===== src/hw/mcc_pkg.sv =====
// Shared constants and carrier types for the memory-map and cache control registers.
// Assumes an 8-bit I/O port bus from the system processor and a 32-bit memory address.
package mcc_pkg;

	// I/O ports and register indexes.
	localparam logic [15:0] MCC_IDX_PORT = 16'h00e0;
	localparam logic [15:0] MCC_DATA_PORT = 16'h00e4;
	localparam logic [7:0] MCC_IDX_SPLIT = 8'ha0;
	localparam logic [7:0] MCC_IDX_ENC = 8'ha1;
	localparam logic [7:0] MCC_IDX_CTL = 8'ha2;
	localparam logic [7:0] MCC_IDX_WIN0 = 8'ha3;

	// Encoding register fields.
	localparam int ENC_ISOLATE = 7;
	localparam int ENC_ROM_DECODE = 5;
	localparam int ENC_LOCK_OFF = 4;
	localparam int ENC_SPLIT_OFF = 3;
	localparam int ENC_LOW512 = 2;
	localparam int ENC_ROM_EN = 1;
	localparam int ENC_PARITY_OFF = 0;
	localparam logic [7:0] ENC_RW_MASK = 8'hbf;

	// Cache and timer register fields.
	localparam int CTL_TIMERS_OFF = 7;
	localparam int CTL_WIN1_OFF = 2;
	localparam int CTL_WIN0_OFF = 1;
	localparam int CTL_CACHE_OFF = 0;
	localparam logic [7:0] CTL_RW_MASK = 8'h87;

	// Low window fields.
	localparam int WIN_HI_MSB = 7;
	localparam int WIN_HI_LSB = 4;
	localparam int WIN_LO_MSB = 3;
	localparam int WIN_LO_LSB = 0;

	// Reset values.
	localparam logic [7:0] IDX_RESET = 8'h00;
	localparam logic [7:0] SPLIT_RESET = 8'h01;
	localparam logic [7:0] ENC_RESET = 8'hab;
	localparam logic [7:0] CTL_RESET = 8'h87;
	localparam logic [7:0] WIN0_RESET = 8'h00;

	// Address map.
	localparam logic [31:0] ADDR_LOW512_END = 32'h0007ffff;
	localparam logic [31:0] ADDR_LOW640_END = 32'h0009ffff;
	localparam logic [31:0] ADDR_HOLE_LO = 32'h000a0000;
	localparam logic [31:0] ADDR_HOLE_HI = 32'h000dffff;
	localparam logic [31:0] ADDR_ROM_LO = 32'h000e0000;
	localparam logic [31:0] ADDR_ROM_LO4K_HI = 32'h000e0fff;
	localparam logic [31:0] ADDR_ROM_HI = 32'h000fffff;
	localparam logic [31:0] ADDR_HIROM_LO = 32'hfffe0000;
	localparam logic [19:0] SPLIT_SIZE_256K = 20'h40000;
	localparam logic [19:0] SPLIT_SIZE_384K = 20'h60000;

	typedef enum logic [1:0] {
		MCC_LK_IDLE = 2'b00,
		MCC_LK_OWN = 2'b01,
		MCC_LK_WAIT = 2'b10
	} mcc_lock_e;

	typedef struct packed {
		logic rd;
		logic wr;
		logic [15:0] addr;
		logic [7:0] wdata;
	} mcc_io_s;

	typedef struct packed {
		logic valid;
		logic wr;
		logic [31:0] addr;
	} mcc_mem_s;

	typedef struct packed {
		logic valid;
		logic ram;
		logic rom;
		logic wr_blocked;
		logic no_mem;
		logic split_hit;
		logic cacheable;
	} mcc_dec_s;

	typedef struct packed {
		logic [7:0] idx;
		logic [7:0] split;
		logic [7:0] enc;
		logic [7:0] ctl;
		logic [7:0] win0;
		logic parity_pend;
		logic [7:0] rdata;
		logic chan_ack;
		mcc_dec_s dec;
		mcc_lock_e lock;
	} mcc_state_s;

endpackage


===== src/hw/mcc_regs.sv =====
// Memory-map and cache control registers with the address decode they steer.
// Assumes one clock, inputs synchronous to it, and index/data port access by the processor.
// How it works
// RQ1: Isolation bit set blocks all channel requests.
// RQ2: Decode off leaves E0000-E0FFF to channel.
// RQ3: Locked processor cycle blocks all other grants.
// RQ4: Locked attempt waits while master owns channel.
// RQ5: Split bit zero enables split block.
// RQ6: 640KB low memory, 256KB split block.
// RQ7: 512KB low memory, 384KB split, gap unmapped.
// RQ8: Split point up to 896KB never cached.
// RQ9: ROM on: read ROM, write RAM.
// RQ10: Software should keep ROM disabled.
// RQ11: Parity bit zero checks; one clears pending.
// RQ12: Software also clears parity at port 0061.
// RQ13: Timer bit zero enables bus share timers.
// RQ14: Upper window check enabled at zero.
// RQ15: Lower window check enabled at zero.
// RQ16: Cache bit zero enables both caches.
// RQ17: Software flushes caches around enable changes.
// RQ18: A0000-DFFFF uncached; E0000-FFFFF follows ROM.
// RQ19: 512KB split makes 80000-DFFFF uncached.
// RQ20: Lower check off: 1MB-16MB all cacheable.
// RQ21: Window match is inclusive at both ends.
// RQ22: Low window nibbles against A23-A20, upper zero.
// RQ23: Index at 00E0, data at 00E4.
// RQ24: Split register gives A27-A20 of block.
`timescale 1ns/1ps

module mcc_regs
	import mcc_pkg::*;
(
	input wire logic ref_clk, // 200 MHz clock
	input wire logic rstn, // asynchronous reset, active low
	input wire logic ce, // clock enable, freezes all state while low
	input wire mcc_io_s io, // processor I/O request
	output logic io_hit, // I/O request addresses one of our ports
	output logic [7:0] io_rdata, // read data, valid the cycle after io.rd
	input wire mcc_mem_s mem, // memory address to classify
	output mcc_dec_s dec, // classification, one cycle after mem
	input wire logic [7:0] win1_lo, // upper window lower limit, A27-A20
	input wire logic [7:0] win1_hi, // upper window upper limit, A27-A20
	input wire logic chan_req, // channel request for system-board memory
	output logic chan_ack, // channel request accepted
	input wire logic cpu_lock, // processor lock signal active
	input wire logic cpu_owns_chan, // processor owns the channel
	input wire logic master_owns_chan, // another master owns the channel
	output logic master_grant_ok, // arbiter may grant another master
	output logic cpu_hold, // hold the processor's locked cycle
	input wire logic parity_err, // parity error pulse from memory
	output logic parity_check_en, // parity checking enabled
	output logic parity_pending, // parity error waiting to be cleared
	output logic cache_en, // internal and external caches enabled
	output logic timers_en, // bus request, hold and idle timers enabled
	output logic [7:0] split_base // split block start, A27-A20
);

	mcc_state_s s;
	mcc_state_s next_s;
	logic wr_idx;
	logic wr_data;
	logic rd_data;
	logic lock_on;
	logic [31:0] a;
	logic [31:0] low_end;
	logic [19:0] split_size;
	logic in_rom;
	logic in_lo4k;
	logic in_hirom;
	logic rom_claim;
	logic low_ram;
	logic nc_low;
	logic nc_win0;
	logic nc_win1;
	logic cpu_locked_now;

	always_comb begin
		next_s = s;
		wr_idx = io.wr && (io.addr == MCC_IDX_PORT);
		wr_data = io.wr && (io.addr == MCC_DATA_PORT);
		rd_data = io.rd && (io.addr == MCC_DATA_PORT);
		lock_on = !s.enc[ENC_LOCK_OFF];
		a = mem.addr;
		low_end = s.enc[ENC_LOW512] ? ADDR_LOW512_END : ADDR_LOW640_END; // see RQ6, see RQ7
		split_size = s.enc[ENC_LOW512] ? SPLIT_SIZE_384K : SPLIT_SIZE_256K; // see RQ6, see RQ7
		in_rom = (a >= ADDR_ROM_LO) && (a <= ADDR_ROM_HI);
		in_lo4k = (a >= ADDR_ROM_LO) && (a <= ADDR_ROM_LO4K_HI);
		in_hirom = (a >= ADDR_HIROM_LO);
		cpu_locked_now = lock_on && cpu_owns_chan && cpu_lock;

		// Register port access through index and data.
		if (wr_idx) begin // see RQ23
			next_s.idx = io.wdata;
		end
		if (wr_data) begin // see RQ23
			case (s.idx)
				MCC_IDX_SPLIT: next_s.split = io.wdata; // see RQ24
				MCC_IDX_ENC: next_s.enc = io.wdata & ENC_RW_MASK;
				MCC_IDX_CTL: next_s.ctl = io.wdata & CTL_RW_MASK;
				MCC_IDX_WIN0: next_s.win0 = io.wdata;
				default: next_s.idx = s.idx;
			endcase
		end
		if (io.rd && (io.addr == MCC_IDX_PORT)) begin
			next_s.rdata = s.idx;
		end else if (rd_data) begin
			case (s.idx)
				MCC_IDX_SPLIT: next_s.rdata = s.split;
				MCC_IDX_ENC: next_s.rdata = s.enc;
				MCC_IDX_CTL: next_s.rdata = s.ctl;
				MCC_IDX_WIN0: next_s.rdata = s.win0;
				default: next_s.rdata = 8'h00;
			endcase
		end

		// Writing a one to the parity bit clears; a new error in the same cycle wins.
		if (wr_data && (s.idx == MCC_IDX_ENC) && io.wdata[ENC_PARITY_OFF]) begin // see RQ11
			next_s.parity_pend = 1'b0;
		end
		if (parity_err && !s.enc[ENC_PARITY_OFF]) begin // see RQ11
			next_s.parity_pend = 1'b1;
		end

		next_s.chan_ack = chan_req && !s.enc[ENC_ISOLATE]; // see RQ1

		// ROM space decode and read/write steering.
		rom_claim = (in_rom && (s.enc[ENC_ROM_DECODE] || !in_lo4k)) || // see RQ2
			(in_hirom && s.enc[ENC_ROM_DECODE]);
		low_ram = (a <= low_end); // see RQ6, see RQ7
		next_s.dec.valid = mem.valid;
		next_s.dec.rom = rom_claim && !mem.wr && s.enc[ENC_ROM_EN]; // see RQ9
		next_s.dec.wr_blocked = rom_claim && mem.wr && !s.enc[ENC_ROM_EN]; // see RQ9
		next_s.dec.split_hit = !s.enc[ENC_SPLIT_OFF] && (a[31:28] == 4'h0) && // see RQ5
			(a[27:20] == s.split) && (a[19:0] < split_size); // see RQ24
		next_s.dec.ram = low_ram || next_s.dec.split_hit ||
			(rom_claim && !next_s.dec.rom && !next_s.dec.wr_blocked);
		next_s.dec.no_mem = (a < ADDR_ROM_LO) && !low_ram; // see RQ7

		// Cacheability below 1MB and in both windows.
		nc_low = ((a > low_end) && (a < ADDR_ROM_LO)) || // see RQ8, see RQ19
			((a >= ADDR_HOLE_LO) && (a <= ADDR_HOLE_HI)) || // see RQ18
			(in_rom && s.enc[ENC_ROM_EN]); // see RQ18
		nc_win0 = !s.ctl[CTL_WIN0_OFF] && (a[31:24] == 8'h00) && // see RQ15, see RQ20, see RQ22
			(a[23:20] >= s.win0[WIN_LO_MSB:WIN_LO_LSB]) && // see RQ21
			(a[23:20] <= s.win0[WIN_HI_MSB:WIN_HI_LSB]); // see RQ21
		nc_win1 = !s.ctl[CTL_WIN1_OFF] && (a[31:28] == 4'h0) && // see RQ14
			(a[27:20] >= win1_lo) && (a[27:20] <= win1_hi); // see RQ21
		next_s.dec.cacheable = !s.ctl[CTL_CACHE_OFF] && !nc_low && !nc_win0 && !nc_win1;

		// Locked-cycle tracking.
		case (s.lock)
			MCC_LK_IDLE: begin
				if (cpu_locked_now) begin // see RQ3
					next_s.lock = MCC_LK_OWN;
				end else if (lock_on && cpu_lock && master_owns_chan) begin // see RQ4
					next_s.lock = MCC_LK_WAIT;
				end
			end
			MCC_LK_OWN: begin
				if (!cpu_lock) begin // see RQ3
					next_s.lock = MCC_LK_IDLE;
				end
			end
			MCC_LK_WAIT: begin
				if (!master_owns_chan) begin // see RQ4
					next_s.lock = MCC_LK_IDLE;
				end
			end
			default: next_s.lock = MCC_LK_IDLE;
		endcase
	end

	always_ff @(posedge ref_clk or negedge rstn) begin
		if (!rstn) begin
			s <= '{idx: IDX_RESET, split: SPLIT_RESET, enc: ENC_RESET, ctl: CTL_RESET,
				win0: WIN0_RESET, parity_pend: 1'b0, rdata: 8'h00, chan_ack: 1'b0,
				dec: '0, lock: MCC_LK_IDLE};
		end else if (ce) begin
			s <= next_s;
		end
	end

	// The grant block and the hold act in the same cycle as the lock so a master
	// cannot slip in during the one cycle the state register takes to follow.
	assign master_grant_ok = (s.lock != MCC_LK_OWN) && !cpu_locked_now; // see RQ3
	assign cpu_hold = (s.lock == MCC_LK_WAIT) ||
		(lock_on && cpu_lock && master_owns_chan && !cpu_owns_chan); // see RQ4
	assign io_hit = (io.rd || io.wr) && ((io.addr == MCC_IDX_PORT) || (io.addr == MCC_DATA_PORT));
	assign io_rdata = s.rdata;
	assign dec = s.dec;
	assign chan_ack = s.chan_ack;
	assign parity_check_en = !s.enc[ENC_PARITY_OFF]; // see RQ11
	assign parity_pending = s.parity_pend;
	assign cache_en = !s.ctl[CTL_CACHE_OFF]; // see RQ16
	assign timers_en = !s.ctl[CTL_TIMERS_OFF]; // see RQ13
	assign split_base = s.split;
endmodule // mcc_regs


===== config.mk =====
export PLATFORM = sky130hd
export DESIGN_NAME = mcc_regs
export DESIGN_NICKNAME = d
export VERILOG_FILES = /design/src/hw/mcc_pkg.sv /design/src/hw/mcc_regs.sv
export SDC_FILE = /design/constraint.sdc
export NUM_CORES = 1
export LEC_CHECK = 0
export BUFFER_PORTS_ARGS = -buffer_cell sky130_fd_sc_hd__clkbuf_2
export CAP_MARGIN = 10
export CORE_ASPECT_RATIO = 0.75
export CORE_MARGIN = 5
export CORE_UTILIZATION = 35
export CTS_CLUSTER_SIZE = 40
export DETAILED_ROUTE_END_ITERATION = 8
export SLEW_MARGIN = 20
export SYNTH_ARGS = -nofsm -noshare
export SYNTH_HDL_FRONTEND = slang
export SYNTH_SLANG_ARGS = --single-unit

===== constraint.sdc =====
create_clock -name ref_clk -period 2.4 [get_ports ref_clk]
set_clock_uncertainty 0.05 [all_clocks]
set_input_delay 0.72 -clock ref_clk [delete_from_list [all_inputs] [get_ports ref_clk]]
set_output_delay 0.72 -clock ref_clk [all_outputs]
set_load 0.005 [all_outputs]

## Word-level counts from Yosys, hierarchy flattened

Index checks and enable logic that the tools add are counted.

| cells by class | value |
|---|---|
| add/sub/neg operators | 0 |
| multiply operators | 0 |
| div/mod/pow operators | 0 |
| magnitude comparators | 14 |
| eq/ne operators | 14 |
| shift-type cells | 0 |
| mux-type cells | 19 |
| bitwise operators | 0 |
| reductions and logical operators | 83 |

Operators with widths:

| operator | number |
|---|---|
| $le 32x20->1 const B | 3 |
| $ge 32x20->1 const B | 2 |
| $mux 8 | 8 |
| $logic_and 1x1->1 | 41 |
| $mux 40 | 1 |
| $eq 16x8->1 const B | 2 |
| $eq 8x8->1 const B | 4 |
| $ge 32x32->1 const B | 1 |
| $gt 32x20->1 | 1 |
| $le 32x20->1 | 1 |
| $lt 32x20->1 const B | 1 |
| $pmux 8 s4 | 1 |
| $lt 20x19->1 | 1 |
| $mux 20 | 1 |
| $logic_not 1->1 | 19 |
| $mux 18 | 1 |
| $reduce_and 3->1 | 4 |
| $logic_or 1x1->1 | 9 |
| $eq 8x8->1 | 1 |
| $ge 8x8->1 | 1 |
| $le 8x8->1 | 1 |
| $logic_not 8->1 | 1 |
| $mux 2 | 4 |
| $ne 2x2->1 const B | 3 |
| other kinds (14) | 18 |

| storage, ports and cells | value |
|---|---|
| flip-flop bits (word level) | 54 |
| bits in latches | 0 |
| memory bits (writable) | 0 |
| bits in read-only memories | 0 |
| bits of input ports | 84 |
| output and inout bits | 31 |
| word-level logic and storage cells | 146 |
| memories | 0 |

## Depth between registers and ports, before layout

| logic depth | value |
|---|---|
| depth after elaboration | 12 |
| gate-level depth with buffers | 7 |

## Least setup slack after synthesis

OpenSTA, ideal clock, no wires.

| timing path | value |
|---|---|
| path type | input -> register |
| start | input port io[17] (netlist bit) |
| end | register s (netlist bit split_base[1]) |
| setup time | 0.125 ns |
| arrival time | 2.210 ns |
| data required time | 2.225 ns |
| setup slack | 0.015 ns |
| stages | 5 |
| path buffers | 0 |
| cells stage by stage | nor4_2 nand4_1 or3_4 nor3_4 mux2_2 |

| between the ends | value |
|---|---|
| longest elaborated chain between the ends | 3 |

Ends and longest elaborated chain:

| element | RTL line | source |
|---|---|---|
| from (decl) | mcc_regs.sv:36 | `input wire mcc_io_s io,` |
| $eq 16x8->1 | mcc_regs.sv:80 | `wr_data = io.wr && (io.addr == MCC_DATA_PORT);` |
| $logic_and 1x1->1 | mcc_regs.sv:80 |  |
| $reduce_and 3->1 (no line) | n/a |  |
| to (signal assigned) | mcc_regs.sv:175 | `s <= '{idx: IDX_RESET, split: SPLIT_RESET, enc: ENC_RESET, ctl: CTL_RESET,` |
| to (signal assigned) | mcc_regs.sv:179 | `s <= next_s;` |
| to (decl) | mcc_regs.sv:58 | `mcc_state_s s;` |

Every way passes these cells.
A chain may end at the register's enable or synchronous reset.

## Worst setup path after layout

| timing path | value |
|---|---|
| start | input port io[18] (netlist bit) |
| end | output port io_hit |

| between the ends | value |
|---|---|
| longest elaborated chain between the ends | 3 |

Ends and longest elaborated chain:

| element | RTL line | source |
|---|---|---|
| $eq 16x8->1 | mcc_regs.sv:188 | `assign io_hit = (io.rd \|\| io.wr) && ((io.addr == MCC_IDX_PORT) \|\| (io.addr == MCC_DATA_PORT));` |
| $logic_or 1x1->1 (*) | mcc_regs.sv:188 |  |
| $logic_and 1x1->1 (*) | mcc_regs.sv:188 |  |
| to (decl) | mcc_regs.sv:37 | `output logic io_hit,` |

Every way passes the cells marked *; elsewhere a longest branch is shown, timed or not.

==> insert_results.sql <==
INSERT INTO impl_metrics (metric_group, metric, value, unit) VALUES
('synth', 'dominant_cells_by_area_after_synthesis', 'dfrtp_1, mux2_2, ha_1', ''),
('drt', 'vias', '2980', ''),
('placed_design', 'post-place-cells', '595', ''),
('placed_design', 'dpl-instance-area', '4310', 'um^2'),
('cts', 'clock_pin_slew_on_the_worst_setup_and_hold_paths', '70', 'ps'),
('sta', 'timing.final.crit_period', '2330', 'ps'),
('synth', 'synthDominantAreaCellType', 'dfrtp_1', ''),
('final_layout', 'fill_cells', '1016', ''),
('cts', 'clock_latency', '290', 'ps'),
('cts', 'numClockSinks', '54', ''),
('final_layout', 'post_route_cells_drive_above_1_share', '42.0', '%'),
('synth', 'yosys.cell_types.count', '47', ''),
('global_route', 'grt_pass1_wl', '15.4', 'mm'),
('final_layout', 'layout.area.seq', '1360', 'um^2'),
('sta', 'finalHoldViolations', '0', ''),
('cts', 'cts-buffers-inserted', '5', ''),
('power_and_ir_drop', 'comb_power_share', '13.3', '%'),
('final_layout', 'design_area', '4500', 'um^2'),
('floorplanning', 'die_h', '98.2', 'um'),
('power_and_ir_drop', 'power.switching', '0.000467', 'W'),
('run_status', 'status', 'finished clean', ''),
('sta', 'hold_ws', '434', 'ps'),
('global_route', 'grt_antenna_before_repair', '0', ''),
('power_and_ir_drop', 'seq_power_share', '48.0', '%'),
('drt', 'wirelength', '9.43', 'mm'),
('global_route', 'via_count_of_the_first_global_routing_pass', '3043', ''),
('sta', 'finalMaxSlewViolations', '0', ''),
('cts', 'post_cts_hold_buffer_count', '0', ''),
('synth', 'ys_dominant_reg_cell', 'dfrtp_1', ''),
('sta', 'worst_pin_slew', '729', 'ps'),
('worst_setup_path', 'cp-start-kind', 'input port', ''),
('global_route', 'grt_overflow', '0', ''),
('sta', 'setup_viol', '0', ''),
('final_layout', 'post_layout_nonfiller_instances', '603', ''),
('final_layout', 'multiInputGateArea', '1950', 'um^2'),
('synth', 'synth.net_count', '471', ''),
('cts', 'cts_max_level', '2', ''),
('synth', 'synth.yosys.seq_area_share', '37.5', '%'),
('drt', 'drt-wirelength-per-cell', '15.6', 'um'),
('cts', 'ctsLongestPathBuffers', '2', ''),
('floorplanning', 'core.rowCount', '32', ''),
('worst_setup_path', 'path_class', 'in -> out', ''),
('sta', 'setup_repair_after_global_routing_missed_its_margin', 'true', ''),
('drt', 'antenna_left', '0', ''),
('floorplanning', 'initial_core_util', '35.6', '%'),
('placed_design', 'detailedPlacementHpwl', '7.73', 'mm'),
('flow_run', 'timing.max_cap.violations', '0', ''),
('synth', 'synth.most_common_cell', 'dfrtp_1', ''),
('power_and_ir_drop', 'intPower', '0.00146', 'W'),
('power_and_ir_drop', 'sw_frac_of_total', '24.2', '%'),
('sta', 'period_share', '96.9', '%'),
('synth', 'synth_area_per_cell', '10.1', 'um^2'),
('synth', 'post_synth_inst_count', '359', ''),
('synth', 'synth_seq_cells', '54', ''),
('final_layout', 'layout.core_utilization', '44.0', '%'),
('synth', 'post_synth_instance_area', '3630', 'um^2'),
('synth', 'synth.top_cell.area_share', '30.3', '%'),
('sta', 'fmaxAchievable', '430', 'MHz'),
('synth', 'synth_edf_count', '0', ''),
('cts', 'clock_tree.root_cell', 'clkbuf_16', ''),
('power_and_ir_drop', 'power_per_cell_area', '428', 'nW/um^2'),
('placed_design', 'number_of_port_buffers', '114', ''),
('final_layout', 'num_antenna_cells', '0', ''),
('floorplanning', 'design.portCount', '115', ''),
('floorplanning', 'die-width', '128', 'um'),
('final_layout', 'area.growth.synth_to_final', '23.8', '%'),
('cts', 'number_of_gates_resized_after_cts', '0', ''),
('placed_design', 'finalWeightedCongestion', '0.781', ''),
('floorplanning', 'fp.dieArea', '12500', 'um^2'),
('worst_setup_path', 'path_max_fanout', '3', ''),
('power_and_ir_drop', 'total_power', '0.00193', 'W');
==> worst max-delay path, cell delays in order <==
cell and delay [ps]:
buf_6 100, nor4_4 270, nand4_1 180, nor2_1 150, buf_2 130
==> cell usage in the layout, fill, tap and decap left out, types with 6 or more instances in the layout <==
cell type | Yosys | routed
dfstp_2 | 10 | 10
o21ai_0 | 22 | 22
inv_1 | 35 | 35
a21oi_1 | 16 | 16
nand4_1 | 12 | 12
ha_1 | 28 | 28
mux2i_1 | 12 | 12
xor2_1 | 8 | 8
clkbuf_2 | 0 | 111
dfrtp_1 | 44 | 44
mux2_2 | 35 | 35
nor4_1 | 7 | 7
and3_1 | 6 | 6
nand2_1 | 21 | 21
buf_4 | 23 | 16
nor2_1 | 15 | 15
==> cells by family after synthesis <==
family                   count (synthesis)  share of synthesized area [%]
AND/OR/NAND/NOR                         95                           15.5
buffers and inverters                   66                           9.33
AO/OA/AOI/OAI                           56                           9.23
flip-flops                              54                           37.5
multiplexers                            51                           16.6
adder cells (fa/ha/maj)                 28                           9.64
XOR/XNOR                                 9                           2.17
==> through the flow <==
stage	setup TNS, ps	worst slack [ps]
6_report	0	74.5
5_1_grt	-16.9	-16.9
4_1_cts	0	20.6
3_5_place_dp	-3990	-203
3_3_place_gp	-3550	-177
2_1_floorplan	0	14.7
==> metal layers <==
layer / global-route usage [%] / vias up / wire length [um]
met5: 0 / - / 0
met4: 2.37 / 0 / 63
met3: 3.94 / 7 / 626
met2: 24.0 / 68 / 4270
met1: 21.3 / 1424 / 4470
li1: - / 1481 / -
==> sequential cells by signal, summed over array words and instances (netlist names) <==
register and count:
chan_ack 1, io_rdata 8, parity_pending 1, split_base 8
dec 7, s 29
==> final timing paths <==
kind,to,slack (ps),start,cells past startpoint
max in group asynchronous,split_base[3]$_DFFE_PN0P_,1330,rstn,2
setup reg to reg,split_base[5]$_DFFE_PN0P_,320,s[55]$_DFFE_PN0P_,6
hold / removal,io_rdata[4]$_DFFE_PN0P_,430,io_rdata[4]$_DFFE_PN0P_,2
hold reg to reg,io_rdata[4]$_DFFE_PN0P_,430,io_rdata[4]$_DFFE_PN0P_,2
min in group asynchronous,dec[4]$_DFFE_PN0P_,500,rstn,2
setup / recovery,io_hit,70,io[18],5
==> power groups by stage <==
stage	sequential (W)	combinational, W	clock [W]
6_report	0.000923	0.000256	0.000746
4_1_cts	0.000923	0.000254	0.000770
3_3_place_gp	0.000940	0.000245	0
2_1_floorplan	0.000940	0.000103	0
5_1_grt	0.000925	0.000293	0.000814
3_5_place_dp	0.000940	0.000252	0
==> cell type report <==
type / count / area share [%]
Sequential cell: 54 / 30.3
Inverter: 35 / 2.92
Multi-Input combinational cell: 239 / 43.4
Clock buffer: 6 / 3.09
Timing Repair Buffer: 131 / 16.1
Tap cell: 136 / 3.78
Clock inverter: 2 / 0.362
Power figures use the tool's default switching activity.
